$ cat src/dso_pkg.sv
package dso_pkg;

  // ==========================================================
  // Widths
  localparam int unsigned FREQ_W = 16;
  localparam int unsigned DATA_W = 16;
  localparam int unsigned ADDR_W = 4;
  localparam int unsigned NUM_FLAGS = 6;
  localparam int unsigned NUM_TERMS = 3;

  // ==========================================================
  // Register offsets (word index on the plain register port)
  localparam logic [3:0] REG_START_FREQ = 4'h0;
  localparam logic [3:0] REG_AT_SPEED_BAND = 4'h1;
  localparam logic [3:0] REG_FWD_DETECT = 4'h2;
  localparam logic [3:0] REG_REV_DETECT = 4'h3;
  localparam logic [3:0] REG_TERM_SEL0 = 4'h4;
  localparam logic [3:0] REG_TERM_SEL1 = 4'h5;
  localparam logic [3:0] REG_TERM_SEL2 = 4'h6;
  localparam logic [3:0] REG_FLAGS = 4'h8;
  localparam logic [3:0] REG_TERMS = 4'h9;
  localparam logic [3:0] REG_WR_ERR = 4'hA;

  // ==========================================================
  // Reset values; frequencies in units of 0.1 Hz
  localparam logic [15:0] RST_START_FREQ = 16'h0005;
  localparam logic [15:0] RST_AT_SPEED_BAND = 16'h000A;
  localparam logic [15:0] RST_FWD_DETECT = 16'h003C;
  localparam logic [15:0] RST_REV_DETECT = 16'h270F;
  localparam logic [15:0] RST_TERM_SEL0 = 16'h0000;
  localparam logic [15:0] RST_TERM_SEL1 = 16'h0004;
  localparam logic [15:0] RST_TERM_SEL2 = 16'h0063;

  // ==========================================================
  // Limits
  localparam logic [15:0] MAX_BAND = 16'h0064;
  localparam logic [15:0] MAX_FREQ = 16'h0FA0;
  localparam logic [15:0] REV_SAME_AS_FWD = 16'h270F;
  localparam logic [15:0] CODE_NONE = 16'h270F;
  localparam logic [15:0] CODE_NEG_OFFSET = 16'h0064;
  localparam logic [15:0] CODE_MAX = 16'h00C7;

  // ==========================================================
  // Terminal function codes, positive logic
  localparam logic [15:0] CODE_ROTATING = 16'h0000;
  localparam logic [15:0] CODE_AT_SPEED = 16'h0001;
  localparam logic [15:0] CODE_FREQ_THR = 16'h0004;
  localparam logic [15:0] CODE_READY = 16'h000B;
  localparam logic [15:0] CODE_HARD_FAULT = 16'h005B;
  localparam logic [15:0] CODE_TRIP = 16'h0063;

  // ==========================================================
  // Flag bit positions
  localparam int unsigned FLAG_ROTATING = 0;
  localparam int unsigned FLAG_AT_SPEED = 1;
  localparam int unsigned FLAG_FREQ_THR = 2;
  localparam int unsigned FLAG_READY = 3;
  localparam int unsigned FLAG_HARD_FAULT = 4;
  localparam int unsigned FLAG_TRIP = 5;

  // Hard-fault source bits of i_fault_src
  localparam int unsigned FLT_BRAKE_TRANSISTOR = 0;
  localparam int unsigned FLT_EARTH = 1;
  localparam int unsigned FLT_PHASE_LOSS = 2;
  localparam int unsigned FLT_PARAM_STORE = 3;
  localparam int unsigned FLT_BOARD = 4;
  localparam int unsigned FLT_CPU = 5;
  localparam int unsigned FLT_INRUSH = 6;
  localparam int unsigned NUM_FLT = 7;

endpackage : dso_pkg

$ cat src/dso_status_out.sv
`timescale 1ns/1ps
`default_nettype none
// Operation
// - Ready flag is on whenever the drive can operate, including while running.
// - Rotating flag turns on once output frequency reaches the starting level.
// - Outside a restart sequence, rotating flag stays off while stopped or under DC injection braking.
// - Codes 11/111 select ready flag, codes 0/100 select rotating flag.
// - Restarting sets ready and rotating; coasting with start on keeps ready only.
// - Coasting without start drops ready during supply loss or undervoltage.
// - After reset the rotating flag drives the rotating terminal, positive logic.
// - Any protective trip sets the trip fault flag.
// - Trip flag drives relay contact by default; codes 99/199 route it.
// - Hard-fault flag is set by the seven listed internal faults or by an earth-fault acceleration overcurrent trip.
// - Codes 91/191 route the hard-fault flag to a terminal.
// - Earth fault reported as acceleration overcurrent still sets hard-fault flag.
// - At-speed flag on within band percent of set frequency; band 0-100, reset 10.
// - Codes 1/101 route the at-speed flag to a terminal.
// - Threshold flag on at or above forward level; 0-400 Hz, reset 6 Hz.
// - Reverse level 9999 means forward level both ways, else used in reverse.
// - Threshold flag drives its own terminal by default; codes 4/104 route it.
// - At-speed and threshold flags are forced off during DC injection braking.
// - Comparisons use output frequency before slip compensation.
// - Codes 0-99 conduct while flag active; codes 100-199 stop conducting.
// - One flag may be selected on several terminals at once.
module dso_status_out
  import dso_pkg::*;
#(
  parameter int unsigned FREQ_BITS = FREQ_W
)(
  input wire logic i_clock,
  input wire logic i_srst,
  // Register port
  input wire logic [ADDR_W-1:0] i_reg_addr,
  input wire logic [DATA_W-1:0] i_reg_wdata,
  input wire logic i_reg_write,
  input wire logic i_reg_read,
  output logic [DATA_W-1:0] o_reg_rdata,
  // Drive controller state
  input wire logic [FREQ_W-1:0] i_out_freq_preslip,
  input wire logic [FREQ_W-1:0] i_set_freq,
  input wire logic i_reverse,
  input wire logic i_able_to_run,
  input wire logic i_stopped,
  input wire logic i_dc_brake,
  input wire logic i_output_shutoff_in,
  input wire logic i_trip,
  input wire logic [NUM_FLT-1:0] i_fault_src,
  input wire logic i_accel_overcurrent_trip,
  input wire logic i_earth_fault_cause,
  input wire logic i_restart_seq,
  input wire logic i_restarting,
  input wire logic i_start_cmd,
  input wire logic i_supply_ok,
  // Status terminals: rotating, threshold, relay contact
  output logic [NUM_TERMS-1:0] o_terminal,
  output logic [NUM_FLAGS-1:0] o_flags
);

  // ==========================================================
  // Elaboration checks
  if (FREQ_BITS != FREQ_W) begin : g_bad_width
    $error("dso_status_out: FREQ_BITS must equal the package frequency width");
  end
  // Selector addressing and the read mux are laid out for these sizes
  if (NUM_TERMS != 3) begin : g_bad_terms
    $error("dso_status_out: three terminal selectors are mapped at indices 4 to 6");
  end
  if (NUM_FLAGS != 6) begin : g_bad_flags
    $error("dso_status_out: the flag vector holds exactly six flags");
  end
  if (DATA_W < 16) begin : g_bad_data
    $error("dso_status_out: settings registers need a 16-bit data path");
  end
  if (ADDR_W < 4) begin : g_bad_addr
    $error("dso_status_out: register indices need four address bits");
  end

  // ==========================================================
  // Register file
  logic [15:0] start_freq_q, start_freq_d;
  logic [15:0] band_q, band_d;
  logic [15:0] fwd_level_q, fwd_level_d;
  logic [15:0] rev_level_q, rev_level_d;
  logic [15:0] term_sel_q [NUM_TERMS];
  logic [15:0] term_sel_d [NUM_TERMS];
  logic wr_err_q, wr_err_d;
  logic [DATA_W-1:0] rdata_q, rdata_d;

  function automatic logic freq_ok(input logic [15:0] v);
    freq_ok = (v <= MAX_FREQ);
  endfunction : freq_ok

  function automatic logic code_ok(input logic [15:0] v);
    code_ok = (v <= CODE_MAX) || (v == CODE_NONE);
  endfunction : code_ok

  logic wr_reject;

  always_comb begin
    start_freq_d = start_freq_q;
    band_d = band_q;
    fwd_level_d = fwd_level_q;
    rev_level_d = rev_level_q;
    term_sel_d = term_sel_q;
    wr_reject = 1'b0;
    if (i_reg_write) begin
      unique case (i_reg_addr)
        REG_START_FREQ: begin
          if (freq_ok(i_reg_wdata)) begin
            start_freq_d = i_reg_wdata;
          end else begin
            wr_reject = 1'b1;
          end
        end
        REG_AT_SPEED_BAND: begin
          if (i_reg_wdata <= MAX_BAND) begin
            band_d = i_reg_wdata;
          end else begin
            wr_reject = 1'b1;
          end
        end
        REG_FWD_DETECT: begin
          if (freq_ok(i_reg_wdata)) begin
            fwd_level_d = i_reg_wdata;
          end else begin
            wr_reject = 1'b1;
          end
        end
        REG_REV_DETECT: begin
          if (freq_ok(i_reg_wdata) || (i_reg_wdata == REV_SAME_AS_FWD)) begin
            rev_level_d = i_reg_wdata;
          end else begin
            wr_reject = 1'b1;
          end
        end
        REG_TERM_SEL0, REG_TERM_SEL1, REG_TERM_SEL2: begin
          // Selectors are independent, so duplicates are allowed
          if (code_ok(i_reg_wdata)) begin
            term_sel_d[2'(i_reg_addr - REG_TERM_SEL0)] = i_reg_wdata;
          end else begin
            wr_reject = 1'b1;
          end
        end
        default: begin
          // Status registers and holes ignore writes
        end
      endcase
    end
  end

  // ==========================================================
  // Drive-state flags
  logic rotating_d, rotating_q;
  logic ready_d, ready_q;
  logic at_speed_d, at_speed_q;
  logic freq_thr_d, freq_thr_q;
  logic hard_d, hard_q;
  logic trip_d, trip_q;
  logic cmp_at_speed;
  logic cmp_above_thr;
  logic above_start;

  dso_freq_cmp u_freq_cmp (
    .i_out_freq(i_out_freq_preslip),
    .i_set_freq(i_set_freq),
    .i_band(band_q),
    .i_fwd_level(fwd_level_q),
    .i_rev_level(rev_level_q),
    .i_reverse(i_reverse),
    .o_at_speed(cmp_at_speed),
    .o_above_thr(cmp_above_thr)
  );

  always_comb begin
    above_start = (16'(i_out_freq_preslip) >= start_freq_q);
    trip_d = i_trip;
    hard_d = (|i_fault_src) || (i_accel_overcurrent_trip && i_earth_fault_cause);
    if (i_restart_seq) begin
      if (i_restarting) begin
        ready_d = 1'b1;
        rotating_d = 1'b1;
      end else if (i_start_cmd) begin
        ready_d = 1'b1;
        rotating_d = 1'b0;
      end else begin
        ready_d = i_supply_ok;
        rotating_d = 1'b0;
      end
    end else begin
      // Trip or output shutoff takes the drive out of the ready state
      rotating_d = above_start && !i_stopped && !i_dc_brake
                   && !i_trip && !i_output_shutoff_in;
      ready_d = (i_able_to_run || rotating_d) && !i_trip && !i_output_shutoff_in;
    end
    // Braking gives a stale frequency reading, so both comparisons are masked
    at_speed_d = cmp_at_speed && !i_dc_brake;
    freq_thr_d = cmp_above_thr && !i_dc_brake;
  end

  // ==========================================================
  // Terminal routing
  logic [NUM_FLAGS-1:0] flag_vec;
  logic [NUM_TERMS-1:0] conduct;
  logic [NUM_TERMS-1:0] terminal_q, terminal_d;

  always_comb begin
    flag_vec = '0;
    flag_vec[FLAG_ROTATING] = rotating_q;
    flag_vec[FLAG_AT_SPEED] = at_speed_q;
    flag_vec[FLAG_FREQ_THR] = freq_thr_q;
    flag_vec[FLAG_READY] = ready_q;
    flag_vec[FLAG_HARD_FAULT] = hard_q;
    flag_vec[FLAG_TRIP] = trip_q;
  end

  for (genvar t = 0; t < NUM_TERMS; t++) begin : g_term
    dso_term_map u_term_map (
      .i_code(term_sel_q[t]),
      .i_flags(flag_vec),
      .o_conduct(conduct[t])
    );
  end

  always_comb begin
    terminal_d = conduct;
  end

  // ==========================================================
  // Read path and write-error flag
  always_comb begin
    rdata_d = '0;
    if (i_reg_read) begin
      unique case (i_reg_addr)
        REG_START_FREQ: rdata_d = start_freq_q;
        REG_AT_SPEED_BAND: rdata_d = band_q;
        REG_FWD_DETECT: rdata_d = fwd_level_q;
        REG_REV_DETECT: rdata_d = rev_level_q;
        REG_TERM_SEL0: rdata_d = term_sel_q[0];
        REG_TERM_SEL1: rdata_d = term_sel_q[1];
        REG_TERM_SEL2: rdata_d = term_sel_q[2];
        REG_FLAGS: rdata_d = DATA_W'(flag_vec);
        REG_TERMS: rdata_d = DATA_W'(terminal_q);
        REG_WR_ERR: rdata_d = DATA_W'(wr_err_q);
        default: rdata_d = '0;
      endcase
    end
  end

  // ==========================================================
  // Write-error flag
  always_comb begin
    // Reading the error register clears it, but a new rejection wins
    wr_err_d = wr_err_q;
    if (i_reg_read && (i_reg_addr == REG_WR_ERR)) begin
      wr_err_d = 1'b0;
    end
    if (wr_reject) begin
      wr_err_d = 1'b1;
    end
  end

  // ==========================================================
  // Settings registers
  always_ff @(posedge i_clock) begin
    if (i_srst) begin
      start_freq_q <= RST_START_FREQ;
      band_q <= RST_AT_SPEED_BAND;
      fwd_level_q <= RST_FWD_DETECT;
      rev_level_q <= RST_REV_DETECT;
      term_sel_q[0] <= RST_TERM_SEL0;
      term_sel_q[1] <= RST_TERM_SEL1;
      term_sel_q[2] <= RST_TERM_SEL2;
    end else begin
      start_freq_q <= start_freq_d;
      band_q <= band_d;
      fwd_level_q <= fwd_level_d;
      rev_level_q <= rev_level_d;
      term_sel_q <= term_sel_d;
    end
  end

  // ==========================================================
  // Flag registers
  // Registered flags keep combinational glitches away from the relay
  always_ff @(posedge i_clock) begin
    if (i_srst) begin
      rotating_q <= 1'b0;
      ready_q <= 1'b0;
      at_speed_q <= 1'b0;
      freq_thr_q <= 1'b0;
      hard_q <= 1'b0;
      trip_q <= 1'b0;
    end else begin
      rotating_q <= rotating_d;
      ready_q <= ready_d;
      at_speed_q <= at_speed_d;
      freq_thr_q <= freq_thr_d;
      hard_q <= hard_d;
      trip_q <= trip_d;
    end
  end

  // ==========================================================
  // Terminal register
  // Second stage: terminals trail the flag word by one cycle
  always_ff @(posedge i_clock) begin
    if (i_srst) begin
      terminal_q <= '0;
    end else begin
      terminal_q <= terminal_d;
    end
  end

  // ==========================================================
  // Read data register
  // Read data fall back to zero in every cycle without a read slot
  always_ff @(posedge i_clock) begin
    if (i_srst) begin
      rdata_q <= '0;
    end else begin
      rdata_q <= rdata_d;
    end
  end

  // ==========================================================
  // Write-error register
  always_ff @(posedge i_clock) begin
    if (i_srst) begin
      wr_err_q <= 1'b0;
    end else begin
      wr_err_q <= wr_err_d;
    end
  end

  assign o_reg_rdata = rdata_q;
  assign o_terminal = terminal_q;
  assign o_flags = flag_vec;

endmodule : dso_status_out
`default_nettype wire

$ cat src/dso_freq_cmp.sv
`timescale 1ns/1ps
`default_nettype none
module dso_freq_cmp
  import dso_pkg::*;
(
  input wire logic [FREQ_W-1:0] i_out_freq,
  input wire logic [FREQ_W-1:0] i_set_freq,
  input wire logic [15:0] i_band,
  input wire logic [15:0] i_fwd_level,
  input wire logic [15:0] i_rev_level,
  input wire logic i_reverse,
  output logic o_at_speed,
  output logic o_above_thr
);

  function automatic logic [FREQ_W-1:0] abs_diff(input logic [FREQ_W-1:0] a,
                                                 input logic [FREQ_W-1:0] b);
    abs_diff = (a >= b) ? (a - b) : (b - a);
  endfunction : abs_diff

  logic [FREQ_W+7:0] dev_scaled;
  logic [FREQ_W+7:0] band_scaled;
  logic [15:0] thr_level;

  // Deviation times 100 against set frequency times band percent avoids a divider
  always_comb begin
    dev_scaled = (FREQ_W+8)'(abs_diff(i_out_freq, i_set_freq)) * (FREQ_W+8)'(100);
    band_scaled = (FREQ_W+8)'(i_set_freq) * (FREQ_W+8)'(i_band[6:0]);
    o_at_speed = (dev_scaled <= band_scaled);
    if (i_reverse && (i_rev_level != REV_SAME_AS_FWD)) begin
      thr_level = i_rev_level;
    end else begin
      thr_level = i_fwd_level;
    end
    o_above_thr = (16'(i_out_freq) >= thr_level);
  end

endmodule : dso_freq_cmp
`default_nettype wire

$ cat src/dso_term_map.sv
`timescale 1ns/1ps
`default_nettype none
module dso_term_map
  import dso_pkg::*;
(
  input wire logic [15:0] i_code,
  input wire logic [NUM_FLAGS-1:0] i_flags,
  output logic o_conduct
);

  logic sel_valid;
  logic sel_neg;
  logic [15:0] base;
  logic flag;

  always_comb begin
    sel_neg = (i_code >= CODE_NEG_OFFSET) && (i_code <= CODE_MAX);
    base = sel_neg ? (i_code - CODE_NEG_OFFSET) : i_code;
    sel_valid = 1'b1;
    flag = 1'b0;
    unique case (base)
      CODE_ROTATING: flag = i_flags[FLAG_ROTATING];
      CODE_AT_SPEED: flag = i_flags[FLAG_AT_SPEED];
      CODE_FREQ_THR: flag = i_flags[FLAG_FREQ_THR];
      CODE_READY: flag = i_flags[FLAG_READY];
      CODE_HARD_FAULT: flag = i_flags[FLAG_HARD_FAULT];
      CODE_TRIP: flag = i_flags[FLAG_TRIP];
      default: sel_valid = 1'b0;
    endcase
    // An unused code or the no-function value leaves the terminal open
    if (i_code > CODE_MAX) begin
      sel_valid = 1'b0;
    end
    o_conduct = sel_valid && (flag ^ sel_neg);
  end

endmodule : dso_term_map
`default_nettype wire

$ cat config.mk
export PLATFORM = sky130hd
export DESIGN_NAME = dso_status_out
export DESIGN_NICKNAME = d
export VERILOG_FILES = /design/src/dso_pkg.sv /design/src/dso_status_out.sv /design/src/dso_freq_cmp.sv /design/src/dso_term_map.sv
export SDC_FILE = /design/constraint.sdc
export NUM_CORES = 1
export LEC_CHECK = 0
export BUFFER_PORTS_ARGS = -buffer_cell sky130_fd_sc_hd__buf_2
export CELL_PAD_IN_SITES_DETAIL_PLACEMENT = 2
export CELL_PAD_IN_SITES_GLOBAL_PLACEMENT = 2
export CORE_MARGIN = 2
export CORE_UTILIZATION = 34
export CTS_CLUSTER_SIZE = 12
export DETAILED_ROUTE_END_ITERATION = 8
export PLACE_DENSITY_LB_ADDON = 0.1
export SYNTH_ARGS = -nofsm -noshare
export SYNTH_HDL_FRONTEND = slang
export SYNTH_SLANG_ARGS = --single-unit
$ cat constraint.sdc
create_clock -name i_clock -period 6.7 [get_ports i_clock]
set_input_delay 0.67 -clock i_clock [delete_from_list [all_inputs] [get_ports i_clock]]
set_output_delay 0.67 -clock i_clock [all_outputs]
set_load 0.1 [all_outputs]
==> reports/qor.csv <==
metric,value,unit
avgSynthCellArea,8.03,µm²
ys_types,82,
yosys_warnings,0,
fin_crit_sh,0.974,
power_density,328,mW/mm²
die_w,215,µm
gr-total-overflow,0,
max-slew-margin-rel,0.284,
clock_latency,0.46,ns
maxCapViolCount,0,
dieArea,0.0462,mm²
wire_per_inst,22.7,µm
crit_type,in -> reg,
grt_busiest_layer,met2,
timing.hold.ws,0.464,ns
tightest_slew,1.07,ns
dp_slack,-0.625,ns
gp_congestion,0.856,
initial_utilization,0.343,
htree_levels,4,
dr.pass1.iters,6,
via_per_inst,5.46,
core_area,0.0441,mm²
clockBufferDepth,2,
cp-start-kind,input pin,
async_flop_share,0,
final_util,0.416,
grt_pass1_wl,94000,µm
grt_max_degree,39,
drc,0,
antenna_cells,0,
grt_use_met2,0.502,
num_rows,77,
grt_pass1_vias,16400,
period_needed,6.53,ns
arrival,6.92,ns
root_buffer,clkbuf_16,
worst-path-buf-inv,7,
final.setup.worst_slack,0.171,ns
ys.flop_type,dfxtp_1,
worstPathMaxFanout,6,
peakVddDrop,0.000366,V
grt_use_met1,0.299,
setup_violations,0,
nets,2425,
synth.ff_latch_count,138,
dp_hpwl,48600,µm
drt_wl_total,61000,µm
drt_iter0_drc,590,
power_leakage,0.00874,µW
ctsHoldBuffers,0,
status,completed,
die_height,215,µm
drive_gt1_frac,0.195,
netlist_instances,1885,
port_buffers,99,
cts_sinks,138,
hold_viol,0,
skew,0.0106,ns
critPathMaxStageDelay,0.53,ns
antenna_found_initial,0,
critical_path_required,7.10,ns
synthesis.area,0.0151,mm²
fmax,153,MHz
vias,14700,
min_path_type,reg -> reg,
cts_made_buffers,17,
cpMostUsedCell,ha_1,
use_met3,0.0198,
critPathTopFamily,compound AO/OA/AOI/OAI gates,
ant_nets,0,
synth_seq_area_share,0.182,
slowest_stage,fa_1,
crit_path_end_kind,flip-flop,
ios,100,
slew_violations,0,
synth_nets,2224,
cts_tree,done,
total_power,6020,µW
grtUsageTotal,0.259,
synth-edff-count,0,
path_clk_slew,0.07,ns
area_growth,21.2,%
stage by stage:
step	instance area (µm²)	TNS, ns	instances
finish	18400	0	2691
global route	18400	-0.0984	2691
CTS	18000	0	2682
detailed placement	17300	-0.625	2646
global placement	17300	-0.316	2646
floorplan	15200	0	1885
cell type report:
cell class,instances,area [µm²]
multi-input cells,1441,11600
repair buffers,282,1890
clock buffers,17,425
fillers,5061,25800
well taps,592,741
inverters,206,773
flip-flops and latches,138,2770
clock inverters,15,145
cells in the mapped netlist, types with 8 or more instances:
cell | n | area (µm²)
or3_1 | 11 | 68.8
nand4_1 | 19 | 119
buf_4 | 8 | 60.1
xor2_1 | 23 | 201
o21a_1 | 13 | 97.6
mux2i_1 | 95 | 951
nor2b_1 | 20 | 125
o31ai_1 | 9 | 67.6
a21oi_1 | 123 | 616
inv_1 | 206 | 773
a21o_1 | 44 | 330
nand3_1 | 32 | 160
or2_2 | 9 | 56.3
xnor2_1 | 30 | 263
nor4_1 | 15 | 93.8
clkbuf_1 | 82 | 308
nor3_1 | 27 | 135
dfxtp_1 | 138 | 2760
o211ai_1 | 14 | 105
mux2_2 | 8 | 90.1
o21ai_0 | 59 | 295
and3_1 | 27 | 169
and2_1 | 69 | 432
nand2_1 | 230 | 863
ha_1 | 182 | 2280
nand2b_1 | 11 | 68.8
nor2_1 | 117 | 439
a31oi_1 | 14 | 87.6
a22o_1 | 16 | 140
a211oi_1 | 14 | 105
o21bai_1 | 11 | 82.6
fa_1 | 82 | 1640
timing repair:
item | in CTS | in global routing
gates cloned | 0 | 0
gates resized for setup | 19 | 64
endpoints found under the setup margin | 1 | 1
setup buffers | 4 | 9
pin swaps | 11 | 50
worst register-to-register path: cells and delay by family (launching register included):
kind	cells	cell delay, ns
AND/OR/NAND/NOR	2	0.21
adder cells (fa/ha/maj)	6	2.68
AO/OA/AOI/OAI	11	2.33
buffers and inverters	2	0.23
flip-flops	1	0.54
XOR/XNOR	1	0.19
cells by family after synthesis:
| logic type | Yosys count | synth area share |
|---|---|---|
| compound gates | 404 | 0.182 |
| xor+xnor | 53 | 0.0307 |
| fa+ha+maj | 264 | 0.259 |
| buf+inv | 306 | 0.0788 |
| flops | 138 | 0.182 |
| mux | 104 | 0.0702 |
| simple gates | 616 | 0.197 |
flip-flops by register name (all words and copies together) (netlist names), 3 cells and up:
signal / cells
term_sel_q: 48
band_q: 16
fwd_level_q: 16
o_reg_rdata: 16
rev_level_q: 16
start_freq_q: 16
o_terminal: 3
where the power goes:
group / total (µW) / internal, µW / switching (µW) / leakage (µW)
Clock: 941 / 495 / 446 / 0.000281
Combinational: 4240 / 2020 / 2220 / 0.00734
Sequential: 840 / 825 / 14.1 / 0.00111
Total: 6020 / 3340 / 2680 / 0.00874
worst paths after layout:
path         slack [ns]          to                  start  depth (start not counted)
max                0.17  at_speed_q  i_out_freq_preslip[0]                         33
max reg2reg        0.46  at_speed_q              band_q[4]                         22
min                0.46   band_q[7]              band_q[7]                          1
min reg2reg        0.46   band_q[7]              band_q[7]                          1
metal layers:
layer	vias to the layer above	routed length [µm]
met5	-	0
met4	0	2250
met3	101	1220
met2	219	32400
met1	7449	25100
li1	6912	-
cells in the final DEF (no fill, tap or decap), drive strengths merged, types with 13 or more instances in the layout:
cell type	n
clkbuf	18
mux2i	95
a31oi	15
a22o	16
o21a	13
and2	69
nor3	27
xor2	23
a21o	44
nand2	230
nor4	15
ha	182
dfxtp	138
nand4	19
buf	281
o21ai	61
o211ai	14
nand3	32
nor2b	20
xnor2	30
and3	28
fa	82
inv	217
nor2	117
a21oi	124
a211oi	15
(Power assumes the default switching activity.)
